**config.mk**
```make
export PLATFORM = sky130hd
export DESIGN_NAME = ctm_clock_timer
export DESIGN_NICKNAME = d
export VERILOG_FILES = /design/src/core/ctm_pkg.sv /design/src/core/ctm_clock_timer.sv
export VERILOG_INCLUDE_DIRS = /design/src /design/src/core
export SDC_FILE = /design/constraint.sdc
export NUM_CORES = 1
export LEC_CHECK = 0
export ABC_AREA = 1
export BUFFER_PORTS_ARGS = -buffer_cell sky130_fd_sc_hd__buf_2
export CAP_MARGIN = 20
export CORE_AREA = 5 5 115 145
export DETAILED_ROUTE_END_ITERATION = 8
export DIE_AREA = 0 0 120 150
export PLACE_DENSITY_LB_ADDON = 0.2
export SETUP_SLACK_MARGIN = 0.4
export SYNTH_ARGS = -nofsm -noshare
export SYNTH_HDL_FRONTEND = slang
export SYNTH_SLANG_ARGS = --single-unit
```
**constraint.sdc**
```tcl
create_clock -name mclk -period 2.25 [get_ports mclk]
set_input_delay 0.3375 -clock mclk [delete_from_list [all_inputs] [get_ports mclk]]
set_output_delay 0.3375 -clock mclk [all_outputs]
set_load 0.05 [all_outputs]
```
**src/core/ctm_map.svh**
```systemverilog
// Purpose: Offsets, fields, resets and timing of the clock timer block
// Assumes: APB byte addresses = printed offsets
// Notes: Operation list follows
// Operation
// - 8-bit binary prescaler clocked by 256 Hz tick, taps 128 Hz to 1 Hz.
// - 7-bit BCD seconds counter, tens and units, 0 to 59, advanced by 1 Hz.
// - Software reads prescaler taps and BCD seconds at any time.
// - Software can preset the seconds counter.
// - Tap flags set on falling edge of 32, 8, 2, 1 Hz taps.
// - Seconds-overflow flag set when BCD seconds counter overflows.
// - Each timer source gated by its own enable bit.
// - Two-bit priority field selects timer request level 0 to 3.
// - Timer interrupt uses vector address 000028H.
// - Readable display interrupt enable bit, write one enables, zero disables.
// - Display flag set when one-shot or auto display transfer completes.
// - Request only when flag set, enabled, and level above CPU mask.
// - Flags set on their condition regardless of enable and priority.
// - Writing one clears a flag, zero ignored; software clears flag and mask.
// - Timer enables at D7..D3: overflow, 1, 2, 8, 32 Hz.
// - Flags D7..D2: overflow, 1, 2, 8, 32 Hz, display at D2.
// - Enables, flags and priorities reset to zero.
// - Counting only while run bit is one; holds value otherwise.
// - Writing one to clear strobe clears prescaler and seconds; reads zero.
// - Seconds write presets counter and clears prescaler; overflow returns to zero.
`ifndef CTM_MAP_SVH
`define CTM_MAP_SVH
`define CTM_OFF_PRIO        16'hFF21
`define CTM_OFF_ENABLE      16'hFF25
`define CTM_OFF_FLAGS       16'hFF29
`define CTM_OFF_CTRL        16'hFF50
`define CTM_OFF_TAPS        16'hFF51
`define CTM_OFF_SECS        16'hFF52
`define CTM_PRIO_DISP_LSB   0
`define CTM_PRIO_TMR_LSB    2
`define CTM_BIT_DISP        2
`define CTM_BIT_TAP32       3
`define CTM_BIT_TAP8        4
`define CTM_BIT_TAP2        5
`define CTM_BIT_TAP1        6
`define CTM_BIT_OVF         7
`define CTM_BIT_RUN         0
`define CTM_BIT_CLR         1
`define CTM_RESET_BYTE      8'h00
`define CTM_VECTOR_ADDR     24'h000028
`define CTM_CLK_HZ          20000000
`define CTM_TICK_HZ         256
`define CTM_TICK_CYCLES     (`CTM_CLK_HZ / `CTM_TICK_HZ)
`endif

```
**src/core/ctm_pkg.sv**
```systemverilog
// Purpose: Types shared by the clock timer block
// Assumes: Constants live in ctm_map.svh
// Notes: Bus request carrier struct
package ctm_pkg;
  typedef struct packed {
    logic        sel;
    logic        en;
    logic        write;
    logic [15:0] addr;
    logic [31:0] wdata;
  } ctm_apb_req_s;
  typedef logic [1:0] ctm_level_t;
endpackage : ctm_pkg

```
**src/core/ctm_clock_timer.sv**
```systemverilog
// Purpose: Clock timer with shared interrupt registers on APB
// Assumes: 20 MHz mclk; tick enable divided from it stands for 256 Hz
// Notes: Zero wait-state APB slave; pslverr on unmapped address
//
// Added by the designer: register access over APB.
`timescale 1ns/1ns
`default_nettype none
`include "ctm_map.svh"
module ctm_clock_timer #(
  parameter int TICK_CYCLES = `CTM_TICK_CYCLES
) (
  // Clock and reset
  input  wire logic        mclk,
  input  wire logic        arst_n,
  // APB slave
  input  wire logic        psel,
  input  wire logic        penable,
  input  wire logic        pwrite,
  input  wire logic [15:0] paddr,
  input  wire logic [31:0] pwdata,
  output logic      [31:0] prdata,
  output logic             pready,
  output logic             pslverr,
  // Display transfer completion pulses, same clock
  input  wire logic        oneshot_done,
  input  wire logic        auto_done,
  // CPU interrupt side
  input  wire logic [1:0]  cpu_mask_level,
  output logic             timer_irq_req,
  output logic [1:0]       timer_irq_level,
  output logic [23:0]      timer_irq_vector,
  output logic             display_irq_req,
  output logic [1:0]       display_irq_level
);

  // Elaboration check: the divider needs at least two cycles a tick
  generate
    if (TICK_CYCLES < 2) begin : g_bad_tick
      $error("TICK_CYCLES must be at least 2");
    end
  endgenerate

  // BCD increment with wrap from 59
  function automatic logic [6:0] bcd_inc(input logic [6:0] v);
    logic [6:0] r;
    r = v;
    if (v[3:0] == 4'h9) begin
      r[3:0] = 4'h0;
      r[6:4] = (v[6:4] == 3'h5) ? 3'h0 : v[6:4] + 3'h1;
    end else begin
      r[3:0] = v[3:0] + 4'h1;
    end
    return r;
  endfunction : bcd_inc

  // Next flag state: a set event wins over a write-one clear
  function automatic logic flag_next(input logic q, input logic set, input logic clr);
    return set || (q && !clr);
  endfunction : flag_next

  ctm_pkg::ctm_apb_req_s req;
  assign req = '{sel: psel, en: penable, write: pwrite, addr: paddr, wdata: pwdata};

  logic        wr_acc;
  logic        rd_acc;
  logic        mapped;
  assign wr_acc = req.sel && req.en && req.write;
  assign rd_acc = req.sel && !req.en && !req.write;
  assign mapped = (req.addr == `CTM_OFF_PRIO) || (req.addr == `CTM_OFF_ENABLE) ||
                  (req.addr == `CTM_OFF_FLAGS) || (req.addr == `CTM_OFF_CTRL) ||
                  (req.addr == `CTM_OFF_TAPS) || (req.addr == `CTM_OFF_SECS);

  logic        wr_prio;
  logic        wr_en;
  logic        wr_flag;
  logic        wr_ctrl;
  logic        wr_secs;
  assign wr_prio = wr_acc && (req.addr == `CTM_OFF_PRIO);
  assign wr_en   = wr_acc && (req.addr == `CTM_OFF_ENABLE);
  assign wr_flag = wr_acc && (req.addr == `CTM_OFF_FLAGS);
  assign wr_ctrl = wr_acc && (req.addr == `CTM_OFF_CTRL);
  assign wr_secs = wr_acc && (req.addr == `CTM_OFF_SECS);

  logic [7:0]  prio_q;
  logic [7:0]  enable_q;
  logic [7:0]  flags_q;
  logic        tap32_irq_enable_q;
  logic        tap8_irq_enable_q;
  logic        tap2_irq_enable_q;
  logic        tap1_irq_enable_q;
  logic        seconds_overflow_enable_q;
  logic        display_irq_enable_q;
  logic        tap32_irq_flag_q;
  logic        tap8_irq_flag_q;
  logic        tap2_irq_flag_q;
  logic        tap1_irq_flag_q;
  logic        seconds_overflow_flag_q;
  logic        display_irq_flag_q;
  logic [7:0]  clr_vec;
  logic        run_q;
  logic [7:0]  presc_q;
  logic [7:0]  presc_d;
  logic [6:0]  secs_q;
  logic [31:0] div_q;
  logic        tick;

  // Priority register, full byte stored
  always_ff @(posedge mclk or negedge arst_n) begin
    if (!arst_n) begin
      prio_q <= `CTM_RESET_BYTE;
    end else if (wr_prio) begin
      prio_q <= req.wdata[7:0];
    end
  end

  // Overflow enable
  always_ff @(posedge mclk or negedge arst_n) begin
    if (!arst_n) begin
      seconds_overflow_enable_q <= 1'b0;
    end else if (wr_en) begin
      seconds_overflow_enable_q <= req.wdata[`CTM_BIT_OVF];
    end
  end

  // 1 Hz tap enable
  always_ff @(posedge mclk or negedge arst_n) begin
    if (!arst_n) begin
      tap1_irq_enable_q <= 1'b0;
    end else if (wr_en) begin
      tap1_irq_enable_q <= req.wdata[`CTM_BIT_TAP1];
    end
  end

  // 2 Hz tap enable
  always_ff @(posedge mclk or negedge arst_n) begin
    if (!arst_n) begin
      tap2_irq_enable_q <= 1'b0;
    end else if (wr_en) begin
      tap2_irq_enable_q <= req.wdata[`CTM_BIT_TAP2];
    end
  end

  // 8 Hz tap enable
  always_ff @(posedge mclk or negedge arst_n) begin
    if (!arst_n) begin
      tap8_irq_enable_q <= 1'b0;
    end else if (wr_en) begin
      tap8_irq_enable_q <= req.wdata[`CTM_BIT_TAP8];
    end
  end

  // 32 Hz tap enable
  always_ff @(posedge mclk or negedge arst_n) begin
    if (!arst_n) begin
      tap32_irq_enable_q <= 1'b0;
    end else if (wr_en) begin
      tap32_irq_enable_q <= req.wdata[`CTM_BIT_TAP32];
    end
  end

  // Display completion enable, readable back
  always_ff @(posedge mclk or negedge arst_n) begin
    if (!arst_n) begin
      display_irq_enable_q <= 1'b0;
    end else if (wr_en) begin
      display_irq_enable_q <= req.wdata[`CTM_BIT_DISP];
    end
  end

  // Enable register image, D1..D0 read zero
  assign enable_q = {seconds_overflow_enable_q, tap1_irq_enable_q, tap2_irq_enable_q, tap8_irq_enable_q,
                     tap32_irq_enable_q, display_irq_enable_q, 2'b00};

  // Run control bit
  always_ff @(posedge mclk or negedge arst_n) begin
    if (!arst_n) begin
      run_q <= 1'b0;
    end else if (wr_ctrl) begin
      run_q <= req.wdata[`CTM_BIT_RUN];
    end
  end

  // Tick divider standing for the 256 Hz source
  always_ff @(posedge mclk or negedge arst_n) begin
    if (!arst_n) begin
      div_q <= 32'h0;
      tick  <= 1'b0;
    end else if (div_q == 32'(TICK_CYCLES - 1)) begin
      div_q <= 32'h0;
      tick  <= 1'b1;
    end else begin
      div_q <= div_q + 32'h1;
      tick  <= 1'b0;
    end
  end

  logic clr_strobe;
  logic count_en;
  assign clr_strobe = wr_ctrl && req.wdata[`CTM_BIT_CLR];
  assign count_en   = run_q && tick;
  assign presc_d    = presc_q + 8'h01;

  // Binary prescaler, bit0 = 128 Hz, bit7 = 1 Hz
  always_ff @(posedge mclk or negedge arst_n) begin
    if (!arst_n) begin
      presc_q <= 8'h00;
    end else if (clr_strobe || wr_secs) begin
      presc_q <= 8'h00;
    end else if (count_en) begin
      presc_q <= presc_d;
    end
  end

  // Falling edges of taps, one-cycle pulses
  logic [7:0] fall;
  logic       sec_step;
  logic       ovf_pulse;
  assign fall      = (count_en && !clr_strobe && !wr_secs) ? (presc_q & ~presc_d) : 8'h00;
  assign sec_step  = fall[7];
  assign ovf_pulse = sec_step && (secs_q == 7'h59);

  // BCD seconds counter
  always_ff @(posedge mclk or negedge arst_n) begin
    if (!arst_n) begin
      secs_q <= 7'h00;
    end else if (clr_strobe) begin
      secs_q <= 7'h00;
    end else if (wr_secs) begin
      secs_q <= req.wdata[6:0];
    end else if (sec_step) begin
      secs_q <= bcd_inc(secs_q);
    end
  end

  logic [7:0] set_vec;
  assign set_vec = {ovf_pulse, fall[7], fall[6], fall[4], fall[2],
                    oneshot_done || auto_done, 2'b00};

  // Write-one clear mask, live only in a flag register write
  assign clr_vec = wr_flag ? req.wdata[7:0] : 8'h00;

  // Overflow flag
  always_ff @(posedge mclk or negedge arst_n) begin
    if (!arst_n) begin
      seconds_overflow_flag_q <= 1'b0;
    end else begin
      seconds_overflow_flag_q <= flag_next(seconds_overflow_flag_q, set_vec[`CTM_BIT_OVF],
                                           clr_vec[`CTM_BIT_OVF]);
    end
  end

  // 1 Hz tap flag
  always_ff @(posedge mclk or negedge arst_n) begin
    if (!arst_n) begin
      tap1_irq_flag_q <= 1'b0;
    end else begin
      tap1_irq_flag_q <= flag_next(tap1_irq_flag_q, set_vec[`CTM_BIT_TAP1],
                                   clr_vec[`CTM_BIT_TAP1]);
    end
  end

  // 2 Hz tap flag
  always_ff @(posedge mclk or negedge arst_n) begin
    if (!arst_n) begin
      tap2_irq_flag_q <= 1'b0;
    end else begin
      tap2_irq_flag_q <= flag_next(tap2_irq_flag_q, set_vec[`CTM_BIT_TAP2],
                                   clr_vec[`CTM_BIT_TAP2]);
    end
  end

  // 8 Hz tap flag
  always_ff @(posedge mclk or negedge arst_n) begin
    if (!arst_n) begin
      tap8_irq_flag_q <= 1'b0;
    end else begin
      tap8_irq_flag_q <= flag_next(tap8_irq_flag_q, set_vec[`CTM_BIT_TAP8],
                                   clr_vec[`CTM_BIT_TAP8]);
    end
  end

  // 32 Hz tap flag
  always_ff @(posedge mclk or negedge arst_n) begin
    if (!arst_n) begin
      tap32_irq_flag_q <= 1'b0;
    end else begin
      tap32_irq_flag_q <= flag_next(tap32_irq_flag_q, set_vec[`CTM_BIT_TAP32],
                                    clr_vec[`CTM_BIT_TAP32]);
    end
  end

  // Display completion flag, either transfer kind
  always_ff @(posedge mclk or negedge arst_n) begin
    if (!arst_n) begin
      display_irq_flag_q <= 1'b0;
    end else begin
      display_irq_flag_q <= flag_next(display_irq_flag_q, set_vec[`CTM_BIT_DISP],
                                      clr_vec[`CTM_BIT_DISP]);
    end
  end

  // Flag register image, D1..D0 read zero
  assign flags_q = {seconds_overflow_flag_q, tap1_irq_flag_q, tap2_irq_flag_q, tap8_irq_flag_q,
                    tap32_irq_flag_q, display_irq_flag_q, 2'b00};

  logic       tmr_pending;
  logic [1:0] tmr_lvl;
  logic [1:0] dsp_lvl;
  assign tmr_pending = |(flags_q[7:3] & enable_q[7:3]);
  assign tmr_lvl     = prio_q[`CTM_PRIO_TMR_LSB +: 2];
  assign dsp_lvl     = prio_q[`CTM_PRIO_DISP_LSB +: 2];

  // Registered interrupt requests toward the CPU
  always_ff @(posedge mclk or negedge arst_n) begin
    if (!arst_n) begin
      timer_irq_req     <= 1'b0;
      display_irq_req   <= 1'b0;
      timer_irq_level   <= 2'h0;
      display_irq_level <= 2'h0;
    end else begin
      timer_irq_req     <= tmr_pending && (tmr_lvl > cpu_mask_level);
      display_irq_req   <= flags_q[`CTM_BIT_DISP] && enable_q[`CTM_BIT_DISP] &&
                           (dsp_lvl > cpu_mask_level);
      timer_irq_level   <= tmr_lvl;
      display_irq_level <= dsp_lvl;
    end
  end

  // Fixed vector of the timer request, constant once out of reset
  always_ff @(posedge mclk or negedge arst_n) begin
    if (!arst_n) begin
      timer_irq_vector <= 24'h000000;
    end else begin
      timer_irq_vector <= `CTM_VECTOR_ADDR;
    end
  end

  // Ready one cycle after setup, error with it on unmapped offsets
  always_ff @(posedge mclk or negedge arst_n) begin
    if (!arst_n) begin
      pready  <= 1'b0;
      pslverr <= 1'b0;
    end else begin
      pready  <= req.sel && !req.en;
      pslverr <= req.sel && !req.en && !mapped;
    end
  end

  // APB read mux, answers in the access cycle
  always_ff @(posedge mclk or negedge arst_n) begin
    if (!arst_n) begin
      prdata  <= 32'h0;
    end else begin
      if (rd_acc) begin
        case (req.addr)
          `CTM_OFF_PRIO:   prdata <= {24'h0, prio_q};
          `CTM_OFF_ENABLE: prdata <= {24'h0, enable_q};
          `CTM_OFF_FLAGS:  prdata <= {24'h0, flags_q};
          `CTM_OFF_CTRL:   prdata <= {31'h0, run_q};
          `CTM_OFF_TAPS:   prdata <= {24'h0, presc_q};
          `CTM_OFF_SECS:   prdata <= {25'h0, secs_q};
          default:         prdata <= 32'h0;
        endcase
      end else begin
        prdata <= 32'h0;
      end
    end
  end

endmodule : ctm_clock_timer
`default_nettype wire

```
==> impl_results.md, run 1 <==
* Clock Sinks at between 80 and 90
* Leak Pwr at around 3.2 nW
* P&R area growth vs syn at 13.8%
* Clock Latency Late Sink at approximately 0.34 ns
* I/O Buffers at 50
* DP Area at between 0.005 and 0.006 mm²
* Worst-path clk slew at 0.07 ns
* Vias per cell at between 4 and 5
* Global routing's busiest layer: met2
* Placer's final routability congestion estimate at between 0.8 and 0.9
* Antenna violations before repair at 0
* Number of buffers created by CTS at 9
* Cells after synthesis at 675
* Final nets at between 800 and 900
* Synthesized cell area at between 0.005 and 0.006 mm²
* Vias in the first global route at about 4300
* DR vias at around 4200
* Worst Setup Path Type: register to register
* Ratio of cells with drive above 1 in the final layout at approximately 16%
* Mean Syn Cell Area at about 7.7 µm²
* Minimum clock period at 1.80 ns
* DRC viols at 0
* Worst Reg-to-Reg Cells at 9
* Critical path fanouts, max at 5
* FF+latch count, synth at 86
* Hold Path Origin: penable
* Reg-to-Reg End: secs_q[5]$_DFFE_PN0P_
* Endpoints failing hold at 0
* Final Slew Violations at 0
* CP Launch Type: register
* Netlist cell types at 39
* Hold Path End: pready$_DFF_PN0_
* Top area cells in the synthesized netlist: dfrtp_1 41%, nand2_1 13%, buf_4 7.1%
* CTS tree: done
* Hold Path Class: primary input to register
* CP Capture Type: register
* H-Tree Depth at 3
* Tcrit/Tclk final at approximately 80%
* # IOs at 121
* Status: finished clean
* Die area at between 0.015 and 0.02 mm²
* Initial drt markers at 238
* Total global routing overflow at 0
* Antenna viol nets, final at 0
* # rows at just over 50
* Final setup vio count at 0
* Flop2flop setup slack at 0.45 ns
* Design Area, Final at just under 0.006 mm²
* Initial cell density of the core at between 30% and 40%
* Largest net degree at the start of global routing at 46
* Synth top area share at between 40 and 50%
* DIE WIDTH at between 100 and 150 µm
* Seq/Total Area, Yosys at 41.5%
* Diodes inserted at 0
* Met2 GRT Util at roughly 26%
* Fillers at around 1600
* Worst Skew at between 0.009 and 0.01 ns
* Core Box Area at between 0.015 and 0.02 mm²
* MaxCap Viol Count at 0
* Achievable Freq at around 560 MHz
* HPWL after detailed placement at 9.77 mm
* First-pass GRT wire length at roughly 21 mm
* M1 GR Usage at 16.9%
* Setup repair after global routing missed its margin: no
* Worst Hold Depth at 2
* Die Y at ~150 µm
* Worst IR Drop VDD at 0.379 mV
* Post-layout util at 38.7%
* Grt met3 use at slightly above 3%
* Router iterations before antenna repair at 4
* Arr. time, crit path at around 2.1 ns
* Clock tree buffer depth at 2
* Root buf cell: clkbuf_16
* Pwr dens at 626 mW/mm²
* GR Util All Layers at between 10% and 20%
* Post-DR wirelength/cell at around 14 µm
* Dominant cell type by area after synthesis: dfrtp_1
* Wirelength, routed at ~13 mm
* Setup TNS Final at 0 ns
* Yosys warns at 0
* RR Startpoint: presc_q[0]$_DFFE_PN0P_
* Worst Path Required at 2.52 ns
## per-stage QoR
| stage | hold slack, ns | setup WS (ns) | cells | power, W |
|---|---|---|---|---|
| finish | 0.174 | 0.454 | 922 | 0.00370 |
| global route | 0.166 | 0.333 | 922 | 0.00384 |
| CTS | 0.158 | 0.404 | 918 | 0.00376 |
| detailed placement | 0.231 | 0.337 | 901 | 0.00187 |
| global placement | 0.224 | 0.379 | 901 | 0.00187 |
| floorplan | 0.0419 | 0.653 | 720 | 0.00185 |
## layout make-up
class | count | area (µm²) | area share [%]
repair buffers | 58 | 328 | 5.55
clock buffers | 9 | 225 | 3.81
flip-flops and latches | 86 | 2150 | 36.5
well taps | 185 | 231 | 3.92
multi-input cells | 493 | 2510 | 42.5
clock inverters | 7 | 144 | 2.43
inverters | 84 | 318 | 5.38
## synthesized netlist by cell type, drive strengths merged
| master | number |
|---|---|
| a211oi | 1 |
| a21oi | 10 |
| a221oi | 1 |
| a22o | 1 |
| buf | 55 |
| clkbuf | 2 |
| conb | 2 |
| dfrtp | 86 |
| ha | 13 |
| inv | 84 |
| nand2 | 186 |
| nand3 | 44 |
| nand4 | 14 |
| nor2 | 82 |
| nor3 | 26 |
| nor4 | 7 |
| o211ai | 1 |
| o21ai | 31 |
| o311ai | 1 |
| or2 | 2 |
| xnor2 | 9 |
| xor2 | 17 |
## critical path: stages, from the launching register on
cell,delay (ns)
dfrtp_2,0.41
nand3_1,0.13
nor3_2,0.20
nand2_1,0.08
nor2_1,0.11
ha_1,0.19
inv_1,0.10
o311ai_4,0.34
nand2_1,0.09
nand2_1,0.07
## routing by layer
metal / share of wire [%] / wire [µm]
met5: 0 / 0
met4: 2.1 / 264
met3: 4.1 / 519
met2: 52 / 6500
met1: 42 / 5260
## how the worst max path moves through the flow
| stage | startpoint | end | slack [ns] | cells after the start |
|---|---|---|---|---|
| 2_1_floorplan | presc_q[0]$_DFFE_PN0P_ | secs_q[4]$_DFFE_PN0P_ | 0.65 | 9 |
| 3_3_place_gp | presc_q[0]$_DFFE_PN0P_ | secs_q[5]$_DFFE_PN0P_ | 0.38 | 9 |
| 3_5_place_dp | presc_q[0]$_DFFE_PN0P_ | secs_q[5]$_DFFE_PN0P_ | 0.34 | 9 |
| 4_1_cts | presc_q[0]$_DFFE_PN0P_ | secs_q[5]$_DFFE_PN0P_ | 0.40 | 10 |
| 5_1_grt | presc_q[4]$_DFFE_PN0P_ | secs_q[4]$_DFFE_PN0P_ | 0.33 | 10 |
| 6_report | presc_q[0]$_DFFE_PN0P_ | secs_q[5]$_DFFE_PN0P_ | 0.45 | 9 |
## registers in the layout (all words and copies together) (netlist names), 2 cells and up
| register | count |
|---|---|
| timer_irq_level | 2 |
| div_q | 32 |
| prio_q | 8 |
| presc_q | 8 |
| prdata | 8 |
| secs_q | 7 |
| display_irq_level | 2 |
## power breakdown
part | switching [W] | total (W) | internal, W | leakage, nW
Clock | 0.000653 | 0.00186 | 0.00120 | 0.172
Combinational | 0.000256 | 0.000294 | 0.0000389 | 1.85
Sequential | 0.000000897 | 0.00155 | 0.00155 | 1.15
## timing repair
item | 4_1_cts | 5_1_grt
gates cloned | 0 | 0
resized for setup | 3 | 3
pin swaps | 0 | 1
hold endpoints to repair | 15 | 0
setup endpoints to repair | 3 | 7
setup buffers | 0 | 4
hold buffers | 1 | 0
## cells in the final DEF (no fill, tap or decap), types with 9 or more instances in the layout
cell,n
nand2_1,178
dfrtp_1,84
inv_1,77
nor2_1,71
buf_2,49
conb_1,47
nand3_1,42
nor3_1,21
xor2_1,17
o21ai_0,14
nand4_1,13
ha_1,13
a21oi_1,10
o21ai_1,10
xnor2_1,9
clkbuf_16,9
## logic make-up (layout without fill, tap and decap cells)
family          count (synthesis)  in the layout  synth area share (%)
compound gates                 46             46                  5.35
fa+ha+maj                      13             13                  3.13
buf+inv                       141            158                  14.1
xor+xnor                       26             26                  4.39
other cells                     2             47                 0.145
simple gates                  361            361                  31.5
flops                          86             86                  41.5
Power figures use the tool's default switching activity.
==> inputs of run 2 (changes only) <==
--- a/config.mk
+++ b/config.mk
@@ -6,12 +6,12 @@
 export SDC_FILE = /design/constraint.sdc
 export NUM_CORES = 1
 export LEC_CHECK = 0
-export ABC_AREA = 1
+export ABC_AREA = 0
 export BUFFER_PORTS_ARGS = -buffer_cell sky130_fd_sc_hd__buf_2
 export CAP_MARGIN = 20
-export CORE_AREA = 5 5 115 145
+export CORE_AREA = 5 5 111 139
 export DETAILED_ROUTE_END_ITERATION = 8
-export DIE_AREA = 0 0 120 150
+export DIE_AREA = 0 0 116 144
 export PLACE_DENSITY_LB_ADDON = 0.2
 export SETUP_SLACK_MARGIN = 0.4
 export SYNTH_ARGS = -nofsm -noshare
==> constraint.sdc (replaced) <==
create_clock -name mclk -period 1.6 [get_ports mclk]
set_input_delay 0.24 -clock mclk [delete_from_list [all_inputs] [get_ports mclk]]
set_output_delay 0.24 -clock mclk [all_outputs]
set_load 0.05 [all_outputs]
==> impl_results.md, run 2 <==
* Setup repair after global routing missed its margin: yes
* Endpoints failing hold at 0 (unchanged)
* Largest reg by FF count: div_q
* Minimum clock period at between 1.5 and 2 ns
* Metal1 wirelength at 5.47 mm (+3.9%)
* Post-DR wirelength/cell at 16.6 µm (+22%)
* Adder-Cell Fraction of Synth Area at 3.40% (+0.27 points)
* Clock tree buffer depth at 2 (unchanged)
* Critical path fanouts, max at 7 (+2)
* Arr. time, crit path at 2.13 ns (+0.06 ns)
* Slew HR at between 60% and 70%
* Pwr dens at 699 mW/mm² (+12%)
* Final setup vio count at 38 (+38)
* # IOs at 121 (unchanged)
* Synth top area share at 45.0% (+3.6 points)
* Achievable Freq at approximately 530 MHz
* First-pass GRT wire length at 21.8 mm (+4.4%)
* Wirelength, routed at 13.8 mm (+9.6%)
* Netlist cell types at 57 (+46%)
* DP Area at 0.00606 mm² (+11%)
* Crit-path max cell delay at 0.54 ns (+0.13 ns)
* Most common cell in the netlist: dfrtp_1
* XOR/XNOR Fraction of Synth Area at 5.87% (+1.5 points)
* Pre-CTS setup slack at -0.774 ns (-1.11 ns)
* Router iterations before antenna repair at 5 (+1)
* Antenna viol nets, final at 0 (unchanged)
* Dominant cell type by area after synthesis: dfrtp_1
* Clock Latency Late Sink at 0.35 ns (about the same)
* CTS tree: done
* Total global routing overflow at 0 (unchanged)
* Max reg flops at 32 (unchanged)
* H-Tree Depth at 3 (unchanged)
* Worst Path Required at 1.83 ns (-0.69 ns)
* P&R area growth vs syn at 52.1%
* FF+latch count, synth at 86 (unchanged)
* Root buf cell: clkbuf_16
* CP Buf/Inv Count at 1 (unchanged)
* Mean Syn Cell Area at 9.98 µm² (+30%)
* Antenna violations before repair at 0 (unchanged)
* DIE WIDTH at 116 µm (-3.3%)
* Worst Setup Path Type: primary input to register
* Die Y at 144 µm (-4.0%)
* EDFF count, synth at 0 (unchanged)
* Initial cell density of the core at 33.9% (-0.15 points)
* Primary FF master, synth: dfrtp_1
* Uppermost layer routed: met4
* Seq/Total Area, Yosys at 45.0% (+3.6 points)
* # rows at 49 (-3.9%)
* Compound-gate portion of the synthesized area at 9.61% (+4.3 points)
* Vias per cell at 4.92 (+7.2%)
* Design Area, Final at 0.00727 mm² (+23%)
* Placer's final routability congestion estimate at 0.830 (-5.4%)
* Worst IR Drop VDD at 0.413 mV (+9.0%)
* Most common cell after layout, fill and taps aside: buf_4
* Synthesized cell area at 0.00478 mm² (-8.0%)
* Cells after synthesis at 479 (-29%)
* Worst Skew at 0.00602 ns (-0.00356 ns)
* Async SR Flop Fraction at 100% (unchanged)
* CP Launch Type: primary input
* Synth top cells by count: 86 x dfrtp_1, 47 x buf_4, 40 x nand2_1, 28 x nor2_1, 22 x nor4_1
* CP delay by family, top: simple AND/OR/NAND/NOR gates
* Yosys warns at 0 (unchanged)
* Diodes inserted at 0 (unchanged)
* Worst-path cell chain: buf_6, or4b_4, or4_4, or3_4, mux2_4
* DR vias at 4072 (-3.7%)
* Largest net degree at the start of global routing at 87 (+89%)
* GR Util All Layers at 16.9% (+2.6 points)
* Top area cells in the synthesized netlist: dfrtp_1 45%, buf_4 7.4%, ha_1 3.4%
* Hold Path Class: primary input to register
* Vias in the first global route at 4340 (+1.8%)
* Largest family of logic cells by synthesized area: simple AND/OR/NAND/NOR gates
* Leak Pwr at 3.56 nW (+12%)
* Clock Sinks at 86 (unchanged)
* Synth Area in Simple Gates at 20.1% (-11 points)
* Final worst slack at -0.296 ns (-0.750 ns)
* DR WL met3 at 449 µm (-13%)
* Multiplexer area fraction after synthesis at 5.18% (+5.2 points)
* Worst-path clk slew at 0.07 ns (about the same)
* Failing checks: setup timing
* Ratio of cells with drive above 1 in the final layout at 45.8% (+30 points)
* MaxCap Viol Count at 0 (unchanged)
* Tcrit/Tclk final at 118%
* I/O Buffers at 50 (unchanged)
* HPWL after detailed placement at 9.72 mm (-0.52%)
* Initial drt markers at 174 (-27%)
* DRC viols at 0 (unchanged)
* Worst-Margin Slew at approximately 0.52 ns
* Commonest non-fill, non-tap cells in the layout: 93 x buf_4, 86 x dfrtp_1, 47 x conb_1
* Core Box Area at 0.0141 mm² (-7.5%)
* WL met2 at 7.46 mm (+15%)
* CP Capture Type: register
* Die area at 0.0167 mm² (-7.2%)
* Final Slew Violations at 0 (unchanged)
* Final nets at 715 (-11%)
* Critical path's slowest cell: or4_4
* Number of buffers created by CTS at 9 (unchanged)
* Status: finished with violations
[run 2: cell types whose count changed after synthesis, moves of 10 or more]
cell / change
nor2_1: -43
clkbuf_1: +15
inv_1: -60
o21ai_1: -10
nand2_1: -138
a22oi_1: +12
nand3_1: -25
nor3_1: -11
o21ai_0: -12
nor4_1: +15
mux2_2: +14
[run 2: worst reg2reg max path, cell delays in order (launching register included)]
cell	delay [ns]
dfrtp_1	0.36
nand4_1	0.16
or4_4	0.58
buf_12	0.18
buf_12	0.13
nor4_4	0.13
xor2_1	0.17
[run 2: final cells by class]
| type | count | area, µm² |
|---|---|---|
| Fill cell | 1256 | 6830 |
| Multi-Input combinational cell | 354 | 2980 |
| Sequential cell | 86 | 2150 |
| Timing Repair Buffer | 177 | 1520 |
| Clock buffer | 10 | 239 |
| Tap cell | 178 | 223 |
| Clock inverter | 6 | 91.3 |
| Inverter | 17 | 63.8 |
[run 2: kinds of logic (layout without fill, tap and decap cells)]
logic type,after synthesis,count (layout)
AO/OA/AOI/OAI,63,63
multiplexers,22,22
buffers and inverters,84,210
other,2,47
AND/OR/NAND/NOR,177,177
adder cells (fa/ha/maj),13,13
flip-flops,86,86
XOR/XNOR,32,32
[run 2: report_power, final]
| group | internal (W) | leakage [nW] | switching, W |
|---|---|---|---|
| Sequential | 0.00218 | 1.09 | 0.00000148 |
| Combinational | 0.000141 | 2.30 | 0.000419 |
| Clock | 0.00142 | 0.164 | 0.000914 |
| Total | 0.00374 | 3.56 | 0.00133 |
[run 2: metrics by stage]
step / setup TNS, ns / util (%) / hold slack [ns] / total power [W] / cells
after floorplan: -8.56 / - / -0.0556 / 0.00264 / 524
after global placement: -16.72 / 43.0 / 0.316 / 0.00273 / 774
after detailed placement: -17.88 / 43.0 / 0.323 / 0.00273 / 774
after CTS: -3.59 / 49.6 / 0.0689 / 0.00511 / 819
after global routing: -6.73 / 51.6 / 0.0928 / 0.00527 / 828
final: -3.72 / 51.6 / 0.0773 / 0.00508 / 828
[run 2: final timing paths]
kind,slack [ns],start,end,depth (start not counted)
min in group asynchronous,0.47,arst_n,prdata[2]$_DFF_PN0_,3
max reg2reg,-0.18,div_q[7]$_DFF_PN0_,div_q[23]$_DFF_PN0_,6
max,-0.30,paddr[3],secs_q[1]$_DFFE_PN0P_,5
max in group asynchronous,0.77,arst_n,presc_q[3]$_DFFE_PN0P_,3
min reg2reg,0.43,prio_q[2]$_DFFE_PN0P_,timer_irq_level[0]$_DFF_PN0_,0
min,0.08,oneshot_done,display_irq_flag_q$_DFF_PN0_,2
[run 2: routing by layer]
metal / up-vias / GRT usage [%]
li1: 1950 / -
met5: - / 0
met1: 2007 / 19.6
met2: 85 / 29.9
met3: 30 / 2.97
met4: 0 / 8.49
[run 2: timing repair]
action | CTS | global route
hold buffers | 1 | 0
gates cloned | 2 | 0
hold endpoints to repair | 86 | 0
pin swaps | 38 | 22
resized for setup | 81 | 48
setup buffers | 26 | 9
setup endpoints to repair | 83 | 85
==> inputs of run 3 (changes only) <==
--- a/config.mk
+++ b/config.mk
@@ -13,6 +13,7 @@
 export DETAILED_ROUTE_END_ITERATION = 8
 export DIE_AREA = 0 0 116 144
 export PLACE_DENSITY_LB_ADDON = 0.2
+export RECOVER_POWER = 50
 export SETUP_SLACK_MARGIN = 0.4
 export SYNTH_ARGS = -nofsm -noshare
 export SYNTH_HDL_FRONTEND = slang
==> impl_results.md, run 3 (synthesis gave the netlist of run 2 again) <==
* Status: finished with violations
* Failing checks: setup timing
* Post-layout util at 51.5% (-0.089 points)
* Initial drt markers at 174 (unchanged)
* Hold Path Class: primary input to register
* Number of buffers created by CTS at 9 (unchanged)
* Worst IR Drop VDD at 0.413 mV (about the same)
* Die Y at 144 µm (unchanged)
* Setup repair after global routing missed its margin: yes
* Clock Latency Late Sink at 0.35 ns (about the same)
* Tcrit/Tclk final at 118% (about the same)
* Final worst slack at -0.296 ns (+0.000415 ns)
* Wirelength, routed at 13.8 mm (about the same)
* Minimum clock period at 1.90 ns (-0.000415 ns)
* Endpoints failing hold at 0 (unchanged)
* Core Box Area at 0.0141 mm² (unchanged)
* Hold Path Origin: oneshot_done
* Largest reg by FF count: div_q
* CTS tree: done
* I/O Buffers at 50 (unchanged)
* Arr. time, crit path at 2.13 ns (about the same)
* CP delay by family, top: simple AND/OR/NAND/NOR gates
* Max reg flops at 32 (unchanged)
* Crit-path max cell delay at 0.54 ns (about the same)
* Clock Sinks at 86 (unchanged)
* Final nets at 715 (unchanged)
* # rows at 49 (unchanged)
* Router iterations before antenna repair at 5 (unchanged)
* CP Capture Type: register
* Diodes inserted at 0 (unchanged)
* Final setup vio count at 38 (unchanged)
* HPWL after detailed placement at 9.72 mm (unchanged)
* RR Startpoint: div_q[7]$_DFF_PN0_
* First-pass GRT wire length at 21.8 mm (unchanged)
* Vias in the first global route at 4340 (unchanged)
* Root buf cell: clkbuf_16
* Leak Pwr at 3.55 nW (-0.21%)
* P&R area growth vs syn at 51.9%
* CP Launch Type: primary input
* Critical path fanouts, max at 7 (unchanged)
* Uppermost layer routed: met4
* # IOs at 121 (unchanged)
* Antenna violations before repair at 0 (unchanged)
* DRC viols at 0 (unchanged)
* Worst Path Required at 1.83 ns (about the same)
* CP Buf/Inv Count at 1 (unchanged)
* WL met2 at 7.47 mm (about the same)
* Critical path's slowest cell: or4_4
* Placer's final routability congestion estimate at 0.830 (unchanged)
* Worst-path cell chain: buf_6, or4b_4, or4_4, or3_4, mux2_4
* Metal1 wirelength at 5.47 mm (about the same)
* Largest net degree at the start of global routing at 87 (unchanged)
* Start point of the critical path: paddr[3]
* H-Tree Depth at 3 (unchanged)
* Worst Skew at 0.00602 ns (-0.00000333 ns)
* Setup TNS Final at -3.71 ns (+0.00255 ns)
* DR WL met3 at 448 µm (-0.22%)
* Slew HR at 47.2% (-18 points)
* Commonest non-fill, non-tap cells in the layout: 91 x buf_4, 86 x dfrtp_1, 47 x conb_1
* Clock tree buffer depth at 2 (unchanged)
* Die area at 0.0167 mm² (unchanged)
* DIE WIDTH at 116 µm (unchanged)
* Antenna viol nets, final at 0 (unchanged)
* Pwr dens at 699 mW/mm² (about the same)
* Vias per cell at 4.93 (+0.22%)
* MaxCap Viol Count at 0 (unchanged)
* GR Util All Layers at 16.9% (unchanged)
* Worst-path clk slew at 0.07 ns (about the same)
* Ratio of cells with drive above 1 in the final layout at 45.7% (-0.15 points)
* Worst-Margin Slew at 0.792 ns (+0.267 ns)
* Most common cell after layout, fill and taps aside: buf_4
* Achievable Freq at 528 MHz (about the same)
* Final Slew Violations at 0 (unchanged)
* Total global routing overflow at 0 (unchanged)
* DR vias at 4081 (+0.22%)
* Post-DR wirelength/cell at 16.6 µm (about the same)
* Initial cell density of the core at 33.9% (unchanged)
* Worst Setup Path Type: primary input to register
[run 3: cell count changes in the layout (fill, tap and decap cells not counted), sizes merged]
| cell | delta |
|---|---|
| buf | -2 |
| clkbuf | +2 |
[run 3: power breakdown]
group | internal (W) | switching (W)
combinational | 0.000137 | 0.000419
sequential | 0.00218 | 0.00000148
clock | 0.00142 | 0.000914
[run 3: per-stage QoR]
step,setup slack (ns),area (µm²),total power (W),std cells,hold WS [ns]
5_1_grt,-0.315,7260,0.00526,828,0.0928
3_3_place_gp,-0.752,6060,0.00273,774,0.316
4_1_cts,-0.275,7000,0.00511,819,0.0689
2_1_floorplan,-0.686,5380,0.00264,524,-0.0556
3_5_place_dp,-0.774,6060,0.00273,774,0.323
6_report,-0.296,7260,0.00507,828,0.0773
[run 3: repair_timing]
| item | 4_1_cts | 5_1_grt |
|---|---|---|
| pin swaps | 38 | 22 |
| hold buffers | 1 | 0 |
| gates cloned | 2 | 0 |
| gates resized for setup | 81 | 48 |
| setup endpoints to repair | 83 | 85 |
| buffers inserted | 26 | 9 |
| hold endpoints to repair | 86 | 0 |
[run 3: worst paths after layout]
path                                           endpoint  slack [ns]  cells past startpoint
setup / recovery                  secs_q[1]$_DFFE_PN0P_       -0.30                      5
hold / removal             display_irq_flag_q$_DFF_PN0_        0.08                      2
setup reg to reg                    div_q[23]$_DFF_PN0_       -0.18                      6
hold reg to reg            timer_irq_level[0]$_DFF_PN0_        0.43                      0
max in group asynchronous        presc_q[3]$_DFFE_PN0P_        0.45                      3
min in group asynchronous           prdata[2]$_DFF_PN0_        0.61                      3
[run 3: layout make-up]
cell class | count | area [µm²]
clock buffers | 10 | 239
clock inverters | 6 | 91.3
fillers | 1258 | 6840
inverters | 17 | 63.8
multi-input cells | 354 | 2980
flip-flops and latches | 86 | 2150
well taps | 178 | 223
repair buffers | 177 | 1510
[run 3: worst register-to-register path, delay by kind of cell (launching register included)]
family        cells  cell delay [ns]
buf+inv           2             0.31
xor+xnor          1             0.17
simple gates      3             0.87
flops             1             0.36
[run 3: metal layers]
layer / vias up / track usage [%]
li1: 1951 / -
met1: 2015 / 19.6
met2: 85 / 29.9
met3: 30 / 2.97
met4: 0 / 8.49
met5: - / 0
